===== src/rtl/adcc_defs.vh =====
// Constants for the converter control block: register offsets, bit fields, reset values
// and timing counts.
// Assumes inclusion by bare name from the design and testbench files of this block.
`ifndef ADCC_DEFS_VH
`define ADCC_DEFS_VH

// Register byte offsets on the APB slave.
`define ADCC_OFF_CTRL 8'hC0
`define ADCC_OFF_P0DIS 8'hC4
`define ADCC_OFF_RESULT 8'hC8
`define ADCC_OFF_IRQCFG 8'hCC
`define ADCC_OFF_STATUS 8'hD0
`define ADCC_OFF_MASK 8'hD4
`define ADCC_OFF_P0READ 8'hD8

// Field positions in the converter control register.
`define ADCC_CTRL_ENABLE 7
`define ADCC_CTRL_DONE 4
`define ADCC_CTRL_START 3
`define ADCC_CTRL_RCSEL 2
`define ADCC_CTRL_CHHI 1
`define ADCC_CTRL_CHLO 0

// Field positions in the interrupt configuration register.
`define ADCC_CFG_GLOBAL 0
`define ADCC_CFG_CONV 1
`define ADCC_CFG_STDTIME 2

// Reset values.
`define ADCC_RST_CTRL 8'h00
`define ADCC_RST_P0DIS 8'h00
`define ADCC_RST_RESULT 8'h00

// Oscillator periods per machine cycle, normal and standard timing.
`define ADCC_MC_FAST 6
`define ADCC_MC_STD 12

// Machine cycles from start to completion of one conversion.
`define ADCC_CONV_MC 31

// Result width.
`define ADCC_RES_W 8

`endif


===== src/rtl/adcc_sar.v =====
// Successive approximation sequencer: counts conversion steps and resolves eight bits.
// Assumes a one-cycle start pulse, one-cycle step ticks and a comparator already
// synchronised to pclk (high when the input is above the trial level).
`timescale 1ns/1ns
`include "adcc_defs.vh"

module adcc_sar #(
  parameter STEPS = `ADCC_CONV_MC,
  parameter RES_W = `ADCC_RES_W
) (
  input wire pclk,
  input wire presetn,
  input wire start,
  input wire step,
  input wire comp_above,
  output reg [RES_W-1:0] trial_code,
  output reg busy,
  output reg finish,
  output reg [RES_W-1:0] result
);

  // Step counter, wide enough for the whole conversion.
  reg [5:0] cnt_r;
  // Index of the first step at which a bit is decided.
  localparam [5:0] FIRST_BIT = STEPS[5:0] - RES_W[5:0];
  // Index of the step that ends the conversion.
  localparam [5:0] LAST_STEP = STEPS[5:0] - 6'h01;
  // Bit under trial, counted from the MSB.
  wire [5:0] bit_pos = cnt_r - FIRST_BIT;
  wire [2:0] bit_idx = 3'h7 - bit_pos[2:0];

  // Walks the trial code from the MSB down; the last step ends the conversion.
  always @(posedge pclk or negedge presetn) begin
    if (!presetn) begin
      cnt_r <= 6'h00;
      busy <= 1'b0;
      finish <= 1'b0;
      trial_code <= {RES_W{1'b0}};
      result <= {RES_W{1'b0}};
    end else begin
      finish <= 1'b0;
      if (start && !busy) begin
        // A fresh conversion begins with only the MSB set on trial.
        busy <= 1'b1;
        cnt_r <= 6'h00;
        trial_code <= {1'b1, {(RES_W-1){1'b0}}};
      end else if (busy && step) begin
        cnt_r <= cnt_r + 6'h01;
        if (cnt_r >= FIRST_BIT) begin
          // Keep or drop the bit under trial, then try the next lower one.
          if (!comp_above) begin
            trial_code[bit_idx] <= 1'b0;
          end
          if (bit_idx != 3'h0) begin
            trial_code[bit_idx - 3'h1] <= 1'b1;
          end
        end
        if (cnt_r == LAST_STEP) begin
          // Completion: the resolved code is the result.
          busy <= 1'b0;
          finish <= 1'b1;
          result <= comp_above ? trial_code : {trial_code[RES_W-1:1], 1'b0};
        end
      end
    end
  end

endmodule // adcc_sar


===== src/rtl/adcc_top.v =====
// Converter control block: APB registers, start and done handshake, channel lock,
// result holding, interrupt request and port 0 digital input disable.
// Assumes one clock pclk at 10 MHz, the analog front end outside, and an APB master.
//
// Contract
// - Machine cycle is 6 or 12 oscillator periods.
// - Each input-disable bit turns off one pin.
// - Disabled port 0 bits read as zero.
// - Four-way multiplexer, 8-bit successive approximation.
// - Channel select locked during conversion.
// - Writing start begins; start reads one throughout.
// - Completion clears start, sets done together.
// - Interrupt needs done, both enables, priority; irq uses only stat_r and mask_r.
// - Result loaded on completion, held until restart.
// - Only software clears done; done blocks start.
// - Start write loads channel; done clear doesn't.
// - Enable cannot clear while start or done.
// - Ideal result is Vin times 256 over span.
// - CPU-clocked conversion takes 31 machine cycles.
// - RC select switches to the RC oscillator.
//
// Local design decision: register access over APB.
`timescale 1ns/1ns
`include "adcc_defs.vh"

module adcc_top #(
  parameter MC_FAST = `ADCC_MC_FAST,
  parameter MC_STD = `ADCC_MC_STD
) (
  input wire pclk,
  input wire presetn,
  input wire psel,
  input wire penable,
  input wire pwrite,
  input wire [7:0] paddr,
  input wire [31:0] pwdata,
  output reg [31:0] prdata,
  output reg pready,
  output reg pslverr,
  input wire [7:0] port0_pins,
  input wire comp_above,
  input wire rc_osc,
  input wire prio_win,
  output reg [7:0] port0_din_en,
  output reg [1:0] mux_sel,
  output reg [7:0] dac_code,
  output reg conv_power,
  output reg conv_irq_req,
  output reg irq
);

  // Control register fields.
  reg enable_r;
  reg done_r;
  reg start_r;
  reg rcsel_r;
  reg [1:0] chan_r;
  // Port 0 input-disable register.
  reg [7:0] p0dis_r;
  // Held conversion result.
  reg [7:0] result_r;
  // Interrupt configuration: global enable, converter enable, standard timing.
  reg glob_en_r;
  reg conv_en_r;
  reg stdtime_r;
  // Sticky event status and its mask.
  reg stat_r;
  reg mask_r;

  // Three-stage synchronisers for pins from outside the clock domain.
  reg [7:0] p0_s1;
  reg [7:0] p0_s2;
  reg [7:0] p0_s3;
  reg [7:0] p0_stable;
  reg [2:0] cmp_s;
  reg cmp_stable;
  reg [2:0] rc_s;
  reg rc_stable;
  reg rc_prev;

  // Machine cycle divider.
  reg [3:0] div_r;
  reg mc_tick;

  // Sequencer handshake.
  wire sar_finish;
  wire [7:0] sar_trial;
  wire [7:0] sar_result;
  reg sar_start;

  // Picks the changed value only when the second and third stages agree.
  function agree;
    input s2;
    input s3;
    input old;
    begin
      agree = (s2 == s3) ? s3 : old;
    end
  endfunction

  // Bus strobes: setup latches the answer, access with pready completes.
  wire setup = psel && !penable;
  wire done_xfer = psel && penable && pready;
  wire wr_xfer = done_xfer && pwrite;
  wire rd_xfer = done_xfer && !pwrite;

  // Synchronises the port pins, comparator and RC oscillator.
  always @(posedge pclk or negedge presetn) begin
    if (!presetn) begin
      p0_s1 <= 8'h00;
      p0_s2 <= 8'h00;
      p0_s3 <= 8'h00;
      p0_stable <= 8'h00;
      cmp_s <= 3'h0;
      cmp_stable <= 1'b0;
      rc_s <= 3'h0;
      rc_stable <= 1'b0;
      rc_prev <= 1'b0;
    end else begin
      p0_s1 <= port0_pins;
      p0_s2 <= p0_s1;
      p0_s3 <= p0_s2;
      // Per bit, a change counts once stages two and three agree.
      p0_stable <= (~(p0_s2 ^ p0_s3) & p0_s3) | ((p0_s2 ^ p0_s3) & p0_stable);
      cmp_s <= {cmp_s[1:0], comp_above};
      cmp_stable <= agree(cmp_s[1], cmp_s[2], cmp_stable);
      rc_s <= {rc_s[1:0], rc_osc};
      rc_stable <= agree(rc_s[1], rc_s[2], rc_stable);
      rc_prev <= rc_stable;
    end
  end
  // Agreed comparator level without the holding stage, so a step sees its trial in time.
  wire cmp_now = agree(cmp_s[1], cmp_s[2], cmp_stable);

  // Divides pclk into machine cycle ticks of 6 or 12 periods.
  always @(posedge pclk or negedge presetn) begin
    if (!presetn) begin
      div_r <= 4'h0;
      mc_tick <= 1'b0;
    end else begin
      if (div_r >= (stdtime_r ? MC_STD[3:0] : MC_FAST[3:0]) - 4'h1) begin
        div_r <= 4'h0;
        mc_tick <= 1'b1;
      end else begin
        div_r <= div_r + 4'h1;
        mc_tick <= 1'b0;
      end
    end
  end

  // Step source: machine cycles, or rising edges of the RC oscillator.
  wire step = rcsel_r ? (rc_stable && !rc_prev) : mc_tick;

  // Control register write decode.
  wire ctrl_wr = wr_xfer && (paddr == `ADCC_OFF_CTRL);
  wire wr_start = pwdata[`ADCC_CTRL_START];
  wire wr_done = pwdata[`ADCC_CTRL_DONE];
  wire wr_enable = pwdata[`ADCC_CTRL_ENABLE];
  // Idle means neither busy nor waiting for done to be cleared.
  wire idle = !start_r && !done_r;
  wire take_start = ctrl_wr && wr_start && idle && (enable_r || wr_enable);

  // Control register: software writes and hardware completion.
  always @(posedge pclk or negedge presetn) begin
    if (!presetn) begin
      enable_r <= 1'b0;
      done_r <= 1'b0;
      start_r <= 1'b0;
      rcsel_r <= 1'b0;
      chan_r <= 2'h0;
      sar_start <= 1'b0;
    end else begin
      sar_start <= take_start;
      if (ctrl_wr) begin
        // Enable may only fall when neither start nor done is set.
        if (wr_enable || idle) begin
          enable_r <= wr_enable;
        end
        // Channel and clock source change only when idle, never while done.
        if (idle) begin
          chan_r <= pwdata[1:0];
          rcsel_r <= pwdata[`ADCC_CTRL_RCSEL];
        end
      end
      if (take_start) begin
        start_r <= 1'b1;
      end else if (sar_finish) begin
        start_r <= 1'b0;
      end
      // Completion sets done and wins over a same-cycle software clear.
      if (sar_finish) begin
        done_r <= 1'b1;
      end else if (ctrl_wr && !wr_done) begin
        done_r <= 1'b0;
      end
    end
  end

  // Result register loads only at completion and holds otherwise.
  always @(posedge pclk or negedge presetn) begin
    if (!presetn) begin
      result_r <= `ADCC_RST_RESULT;
    end else if (sar_finish) begin
      result_r <= sar_result;
    end
  end

  // Remaining software registers.
  always @(posedge pclk or negedge presetn) begin
    if (!presetn) begin
      p0dis_r <= `ADCC_RST_P0DIS;
      glob_en_r <= 1'b0;
      conv_en_r <= 1'b0;
      stdtime_r <= 1'b0;
      mask_r <= 1'b0;
    end else if (wr_xfer) begin
      case (paddr)
        `ADCC_OFF_P0DIS: begin
          p0dis_r <= pwdata[7:0];
        end
        `ADCC_OFF_IRQCFG: begin
          glob_en_r <= pwdata[`ADCC_CFG_GLOBAL];
          conv_en_r <= pwdata[`ADCC_CFG_CONV];
          stdtime_r <= pwdata[`ADCC_CFG_STDTIME];
        end
        `ADCC_OFF_MASK: begin
          mask_r <= pwdata[0];
        end
        default: begin
          mask_r <= mask_r;
        end
      endcase
    end
  end

  // Sticky completion status, cleared by reading it; a new event wins.
  always @(posedge pclk or negedge presetn) begin
    if (!presetn) begin
      stat_r <= 1'b0;
    end else if (sar_finish) begin
      stat_r <= 1'b1;
    end else if (rd_xfer && paddr == `ADCC_OFF_STATUS) begin
      stat_r <= 1'b0;
    end
  end

  // Read data mux, used at the setup phase.
  reg [31:0] rd_mux;
  reg rd_bad;
  always @* begin
    rd_mux = 32'h0000_0000;
    rd_bad = 1'b0;
    case (paddr)
      `ADCC_OFF_CTRL: begin
        rd_mux[7:0] = {enable_r, 2'b00, done_r, start_r, rcsel_r, chan_r};
      end
      `ADCC_OFF_P0DIS: begin
        rd_mux[7:0] = p0dis_r;
      end
      `ADCC_OFF_RESULT: begin
        rd_mux[7:0] = result_r;
      end
      `ADCC_OFF_IRQCFG: begin
        rd_mux[2:0] = {stdtime_r, conv_en_r, glob_en_r};
      end
      `ADCC_OFF_STATUS: begin
        rd_mux[0] = stat_r;
      end
      `ADCC_OFF_MASK: begin
        rd_mux[0] = mask_r;
      end
      `ADCC_OFF_P0READ: begin
        rd_mux[7:0] = p0_stable & ~p0dis_r;
      end
      default: begin
        rd_bad = 1'b1;
      end
    endcase
  end

  // APB answer: registered in setup, so every access phase lasts one cycle.
  always @(posedge pclk or negedge presetn) begin
    if (!presetn) begin
      prdata <= 32'h0000_0000;
      pready <= 1'b0;
      pslverr <= 1'b0;
    end else if (setup) begin
      prdata <= pwrite ? 32'h0000_0000 : rd_mux;
      pready <= 1'b1;
      pslverr <= rd_bad;
    end else begin
      pready <= 1'b0;
      pslverr <= 1'b0;
    end
  end

  // Registered outputs to the analog front end and interrupt system.
  always @(posedge pclk or negedge presetn) begin
    if (!presetn) begin
      port0_din_en <= 8'hFF;
      mux_sel <= 2'h0;
      dac_code <= 8'h00;
      conv_power <= 1'b0;
      conv_irq_req <= 1'b0;
      irq <= 1'b0;
    end else begin
      port0_din_en <= ~p0dis_r;
      mux_sel <= chan_r;
      dac_code <= sar_trial;
      conv_power <= enable_r;
      conv_irq_req <= done_r && glob_en_r && conv_en_r && prio_win;
      irq <= stat_r && mask_r;
    end
  end

  // Successive approximation sequencer.
  adcc_sar #(
    .STEPS(`ADCC_CONV_MC),
    .RES_W(`ADCC_RES_W)
  ) u_sar (
    .pclk(pclk),
    .presetn(presetn),
    .start(sar_start),
    .step(step),
    .comp_above(cmp_now),
    .trial_code(sar_trial),
    .busy(),
    .finish(sar_finish),
    .result(sar_result)
  );

endmodule // adcc_top


===== config.mk =====
export PLATFORM = sky130hd
export DESIGN_NAME = adcc_top
export DESIGN_NICKNAME = d
export VERILOG_FILES = /design/src/rtl/adcc_sar.v /design/src/rtl/adcc_top.v
export VERILOG_INCLUDE_DIRS = /design/src /design/src/rtl
export SDC_FILE = /design/constraint.sdc
export NUM_CORES = 1
export LEC_CHECK = 0
export BUFFER_PORTS_ARGS = -buffer_cell sky130_fd_sc_hd__buf_2
export CAP_MARGIN = 20
export CORE_ASPECT_RATIO = 1.25
export CORE_MARGIN = 5
export CORE_UTILIZATION = 55
export CTS_CLUSTER_DIAMETER = 120
export DETAILED_ROUTE_END_ITERATION = 10
export GPL_TIMING_DRIVEN = 0
export PLACE_DENSITY = 0.9
export SLEW_MARGIN = 0
export SYNTH_ARGS = -nofsm -noshare
export SYNTH_HDL_FRONTEND = slang
export SYNTH_SLANG_ARGS = --single-unit

===== constraint.sdc =====
create_clock -name pclk -period 5.5 [get_ports pclk]
set_input_delay 0.275 -clock pclk [delete_from_list [all_inputs] [get_ports pclk]]
set_output_delay 0.275 -clock pclk [all_outputs]
set_load 0.05 [all_outputs]

==> summary.md <==
Flip-flop and latch count after synthesis: 129. Mapped cell area: 0.00529 mm^2. The setup TNS is 0 ns. Number of buffers inserted to repair setup after CTS: 0. Counting flops with a built-in enable in the synthesized netlist gives 0. Based on the critical path, the design can be clocked at up to 424 MHz.

The design draws 0.00228 W. The tools report the endpoint of the worst-slack reg-to-reg timing path as u_sar.trial_code[2]$_DFFE_PN0P_. For the cell leakage power, the log shows 3.23 nW.

In this design, the stage delay of the slowest critical-path cell is 0.36 ns. The net load switching power was 0.000520 W. The run finished with clean final reports. The standard cell area after detailed placement is 0.00588 mm^2. The synthesized design spends more area on one cell type than any other, namely dfrtp_1. The worst setup path is captured at a flop. The critical path is of the reg -> reg type.

In the synthesized netlist, the number of instances is 397. Counting every sink on the clock net gives 129. The combinational cell fraction of total power was 8.4%; the number of clock buffers inserted by TritonCTS was 17. The die boundary height was 120 um. The number of cells on the worst reg-to-reg path is 7. The endpoint of the worst hold-timing path is p0dis_r[5]$_DFFE_PN0P_. The repair_antennas step left the layout with diodes totalling 0. Compared with the post-synthesis result, the final layout area differs by 23.8%.

For flop-to-flop paths, the worst setup slack is 3.14 ns. In the finished design, the share of the clock period the worst path needs comes to 42.9%. After floorplanning, the core was divided into 40 placement rows. In this run the tightest slew margin relative to its limit is 60.0%.

Counting stages on the worst path, the most repeated cell is clkbuf_1. The multi-input logic area was 0.00186 mm^2. Final count of hold timing violations: 0. The worst hold path was traced through 2 stages. The layout has 640 filler cells. The share of total power dissipated in sequential elements is 44.5%. Setup repair after global routing left no endpoint under its margin. Input and output buffers added on the ports amount to 61. The logs give 1 for the initial antenna violation count and 3,903 for the number of global-route vias before repair. The endpoint required time on the critical path is 5.80 ns, and the peak fanout along the critical path is 10.

The HPWL reported at the end of detailed placement was 7730 um. In this run the worst hold path is classified as in -> reg. The proportion of power drawn by the clock network was 47.0%. Sorting the synthesized cells by area gives the leading types as dfrtp_1 57%, mux2_2 5.5%, dfstp_2 4.0%, buf_4 3.4%, maj3_1 1.9%.

The residual antenna-violating net count after detailed routing came out at 0. In this run the clock root is driven by a clkbuf_16. Dividing total power by cell area gives a power density of 348 mW/mm^2.

For this block, the routed nets add up to 12,400 um of wire. The final net count was 575. The tools report the internal power of the cells as 0.00176 W. Entering global routing, the biggest net connects 102 pins. The switching share of total power is 22.8%, and the routed length per placed instance is 19.0 um. The combined flip-flop and latch cell area is 0.00324 mm^2, and the number of unique standard cell types used by synthesis is 61.

The reg-to-reg startpoint is u_sar.cnt_r[0]$_DFFE_PN0P_. The post-route clock skew was 0.00835 ns; the top cell type's share of synthesized area was 57.2%. The die is 97.8 um wide. For the pin with the worst max-slew slack, the measured transition is 0.596 ns. For the area of all placed cells without fillers, the log shows 0.00656 mm^2. After floorplanning, the core was sized to cover 0.00951 mm^2.

The tools report the part of the Yosys area used for sequential elements as 61.2%. Setup violations remaining at the end of the flow were counted as 0. The run gives 2.65 ns as the data arrival at the endpoint of the critical path. The Yosys step of the flow raised 0 warnings.

Subtracting the final worst setup slack from the clock period gives 2.36 ns. The boundary pin count is 111. The critical path goes through clkbuf_1, inv_1, ha_1, clkbuf_1, nand2_1, o311a_1, a221o_1. The average via count per standard cell came out at 5.62.

The first global-routing pass estimated 20,600 um of wire. At the end of routability-driven placement, the weighted congestion stood at 0.889. The floorplan step defined a die boundary enclosing 0.0117 mm^2. The final count of pins violating max slew is 0.

The tools report the launching element type of the critical path as a flop. The leading register cell type out of synthesis was dfrtp_1. Once the floorplan was initialized, standard cells occupied 55.7% of the core. The worst-path cell with the longest stage delay was dfrtp_1. The first routing iteration left 406 violations. The maximum level of the CTS H-tree was 4; the total track usage was 22.8%. The post-route netlist has 31.1% of its cells at a drive strength greater than 1. VDD sags by at most 0.203 mV. Counting flops with an async set or reset pin after synthesis yields a share of 100%.

Clock latency on the worst-skew pair, taken at its later pin, is 0.42 ns. TritonCTS built the clock tree. The count of max-cap constraint violations is 0, and the clock-pin slew on the worst setup and hold paths is 0.05 ns.

The per-instance average area after synthesis came out at 13.3 um^2. The tools report the leftover overflow at the end of global routing as 0. The logs give 2 for the maximum clock path buffer count and 5 for the number of optimization iterations in the first detailed-route pass. Detailed routing inserted a total of 3,656 vias. The worst hold path begins at pwdata[5].

The remaining routing DRC violations is 0.
-- timing repair --
item                       CTS  global route
gates resized for setup      0             0
hold endpoints to repair    38             0
hold buffers                11             0
setup endpoints to repair    0             0
-- sequential cells by signal, indices dropped and copies added, names as in the netlist, 3 cells and up, named ones only --
register and count:
div_r 4, result_r 8, u_sar.cnt_r 6, cmp_s 3
p0_s1 8, p0_s2 8, port0_din_en 8, rc_s 3
u_sar.trial_code 8, prdata 8, u_sar.result 8, dac_code 8
p0_s3 8, p0dis_r 8
-- synthesized netlist by cell type (3+ instances only) --
library cell and count:
dfrtp_1 121, mux2_2 26, buf_4 24, nand2_1 23
nor2_1 17, inv_1 16, nand2b_1 12, clkbuf_1 10
maj3_1 10, mux2i_1 10, dfstp_2 8, ha_1 7
nand3_1 6, o21ai_0 6, a221o_1 5, a22o_1 5
a32oi_1 5, and2_1 5, nand4_1 5, nor2b_1 5
a21o_1 4, o22ai_1 4, o2bb2ai_1 4, mux2_4 3
nand3b_1 3, nor3_1 3, nor4_1 3, o2111ai_1 3
o311a_1 3
-- power groups by stage --
| stage | combinational (W) | clock, W | sequential, W |
|---|---|---|---|
| 3_5_place_dp | 0.000184 | 0 | 0.00103 |
| 2_1_floorplan | 0.000122 | 0 | 0.00103 |
| 5_1_grt | 0.000216 | 0.00113 | 0.00102 |
| 3_3_place_gp | 0.000169 | 0 | 0.00102 |
| 4_1_cts | 0.000193 | 0.00108 | 0.00101 |
| 6_report | 0.000192 | 0.00107 | 0.00101 |
-- logic make-up (layout without fill, tap and decap cells) --
| kind of cell | Yosys count | after routing | share of synthesized area, % |
|---|---|---|---|
| buf+inv | 51 | 155 | 5.34 |
| flops | 129 | 129 | 61.2 |
| compound gates | 51 | 51 | 7.78 |
| other cells | 1 | 24 | 0.0708 |
| mux | 42 | 42 | 9.34 |
| xor+xnor | 5 | 5 | 0.969 |
| fa+ha+maj | 17 | 17 | 3.55 |
| simple gates | 101 | 101 | 11.8 |
-- cells in the final DEF (no fill, tap or decap), types with 5 or more instances in the layout --
master	n
nor2b_1	5
nand3_1	6
inv_1	16
conb_1	24
clkbuf_16	17
buf_2	61
nand2b_1	12
nand2_1	23
dfstp_2	8
maj3_1	10
dlygate4sd3_1	11
nor2_1	17
buf_4	24
and2_1	5
dfrtp_1	121
a221o_1	5
mux2_2	26
nand4_1	5
mux2i_1	10
a22o_1	5
ha_1	7
a32oi_1	5
clkbuf_1	16
o21ai_0	6
-- metrics by stage --
step / cells / util (%) / setup WS (ns) / hold WS [ns]
final: 650 / 68.9 / 3.14 / 0.105
after global routing: 650 / 68.9 / 2.96 / 0.0964
after CTS: 650 / 68.9 / 3.18 / 0.0944
after detailed placement: 608 / 61.8 / 3.19 / 0.163
after global placement: 607 / 61.4 / 2.67 / 0.332
after floorplan: 420 / - / 3.46 / -0.0206
-- critical path: cells and delay by family (launching register included) --
kind                       cells  cell delay, ns
buffers and inverters          3            0.83
AOI/OAI and AO/OA              2            0.58
DFF                            1            0.36
adders and majority gates      1            0.31
and+or+nand+nor                1            0.17
-- per-layer routing --
layer,up-vias,GRT usage [%],routed length [um]
li1,1590,-,-
met1,1837,25.8,4580
met2,184,39.3,6630
met3,43,6.98,750
met4,2,10.6,406
met5,-,0,13
-- final cells by class --
type	instances	share of cell area [%]
inverter	16	0.916
buffer	35	3.40
sequential	129	49.4
timing repair buffer	73	6.85
multi-input combinational	240	28.4
clock buffer	26	7.46
clock inverter	5	1.22
tap	126	2.40
-- worst max path at each step --
stage	cells past startpoint	start	slack, ns	end
3_3_place_gp	1	presetn	2.67	p0_s1[0]$_DFF_PN0_
6_report	7	u_sar.cnt_r[0]$_DFFE_PN0P_	3.14	u_sar.trial_code[2]$_DFFE_PN0P_
5_1_grt	7	u_sar.cnt_r[0]$_DFFE_PN0P_	2.96	u_sar.trial_code[2]$_DFFE_PN0P_
3_5_place_dp	7	u_sar.cnt_r[0]$_DFFE_PN0P_	3.19	u_sar.trial_code[2]$_DFFE_PN0P_
2_1_floorplan	4	pready$_DFF_PN0_	3.46	conv_en_r$_DFFE_PN0P_
4_1_cts	7	u_sar.cnt_r[0]$_DFFE_PN0P_	3.18	u_sar.trial_code[2]$_DFFE_PN0P_
Note: power is estimated with default switching activity, not from simulation.
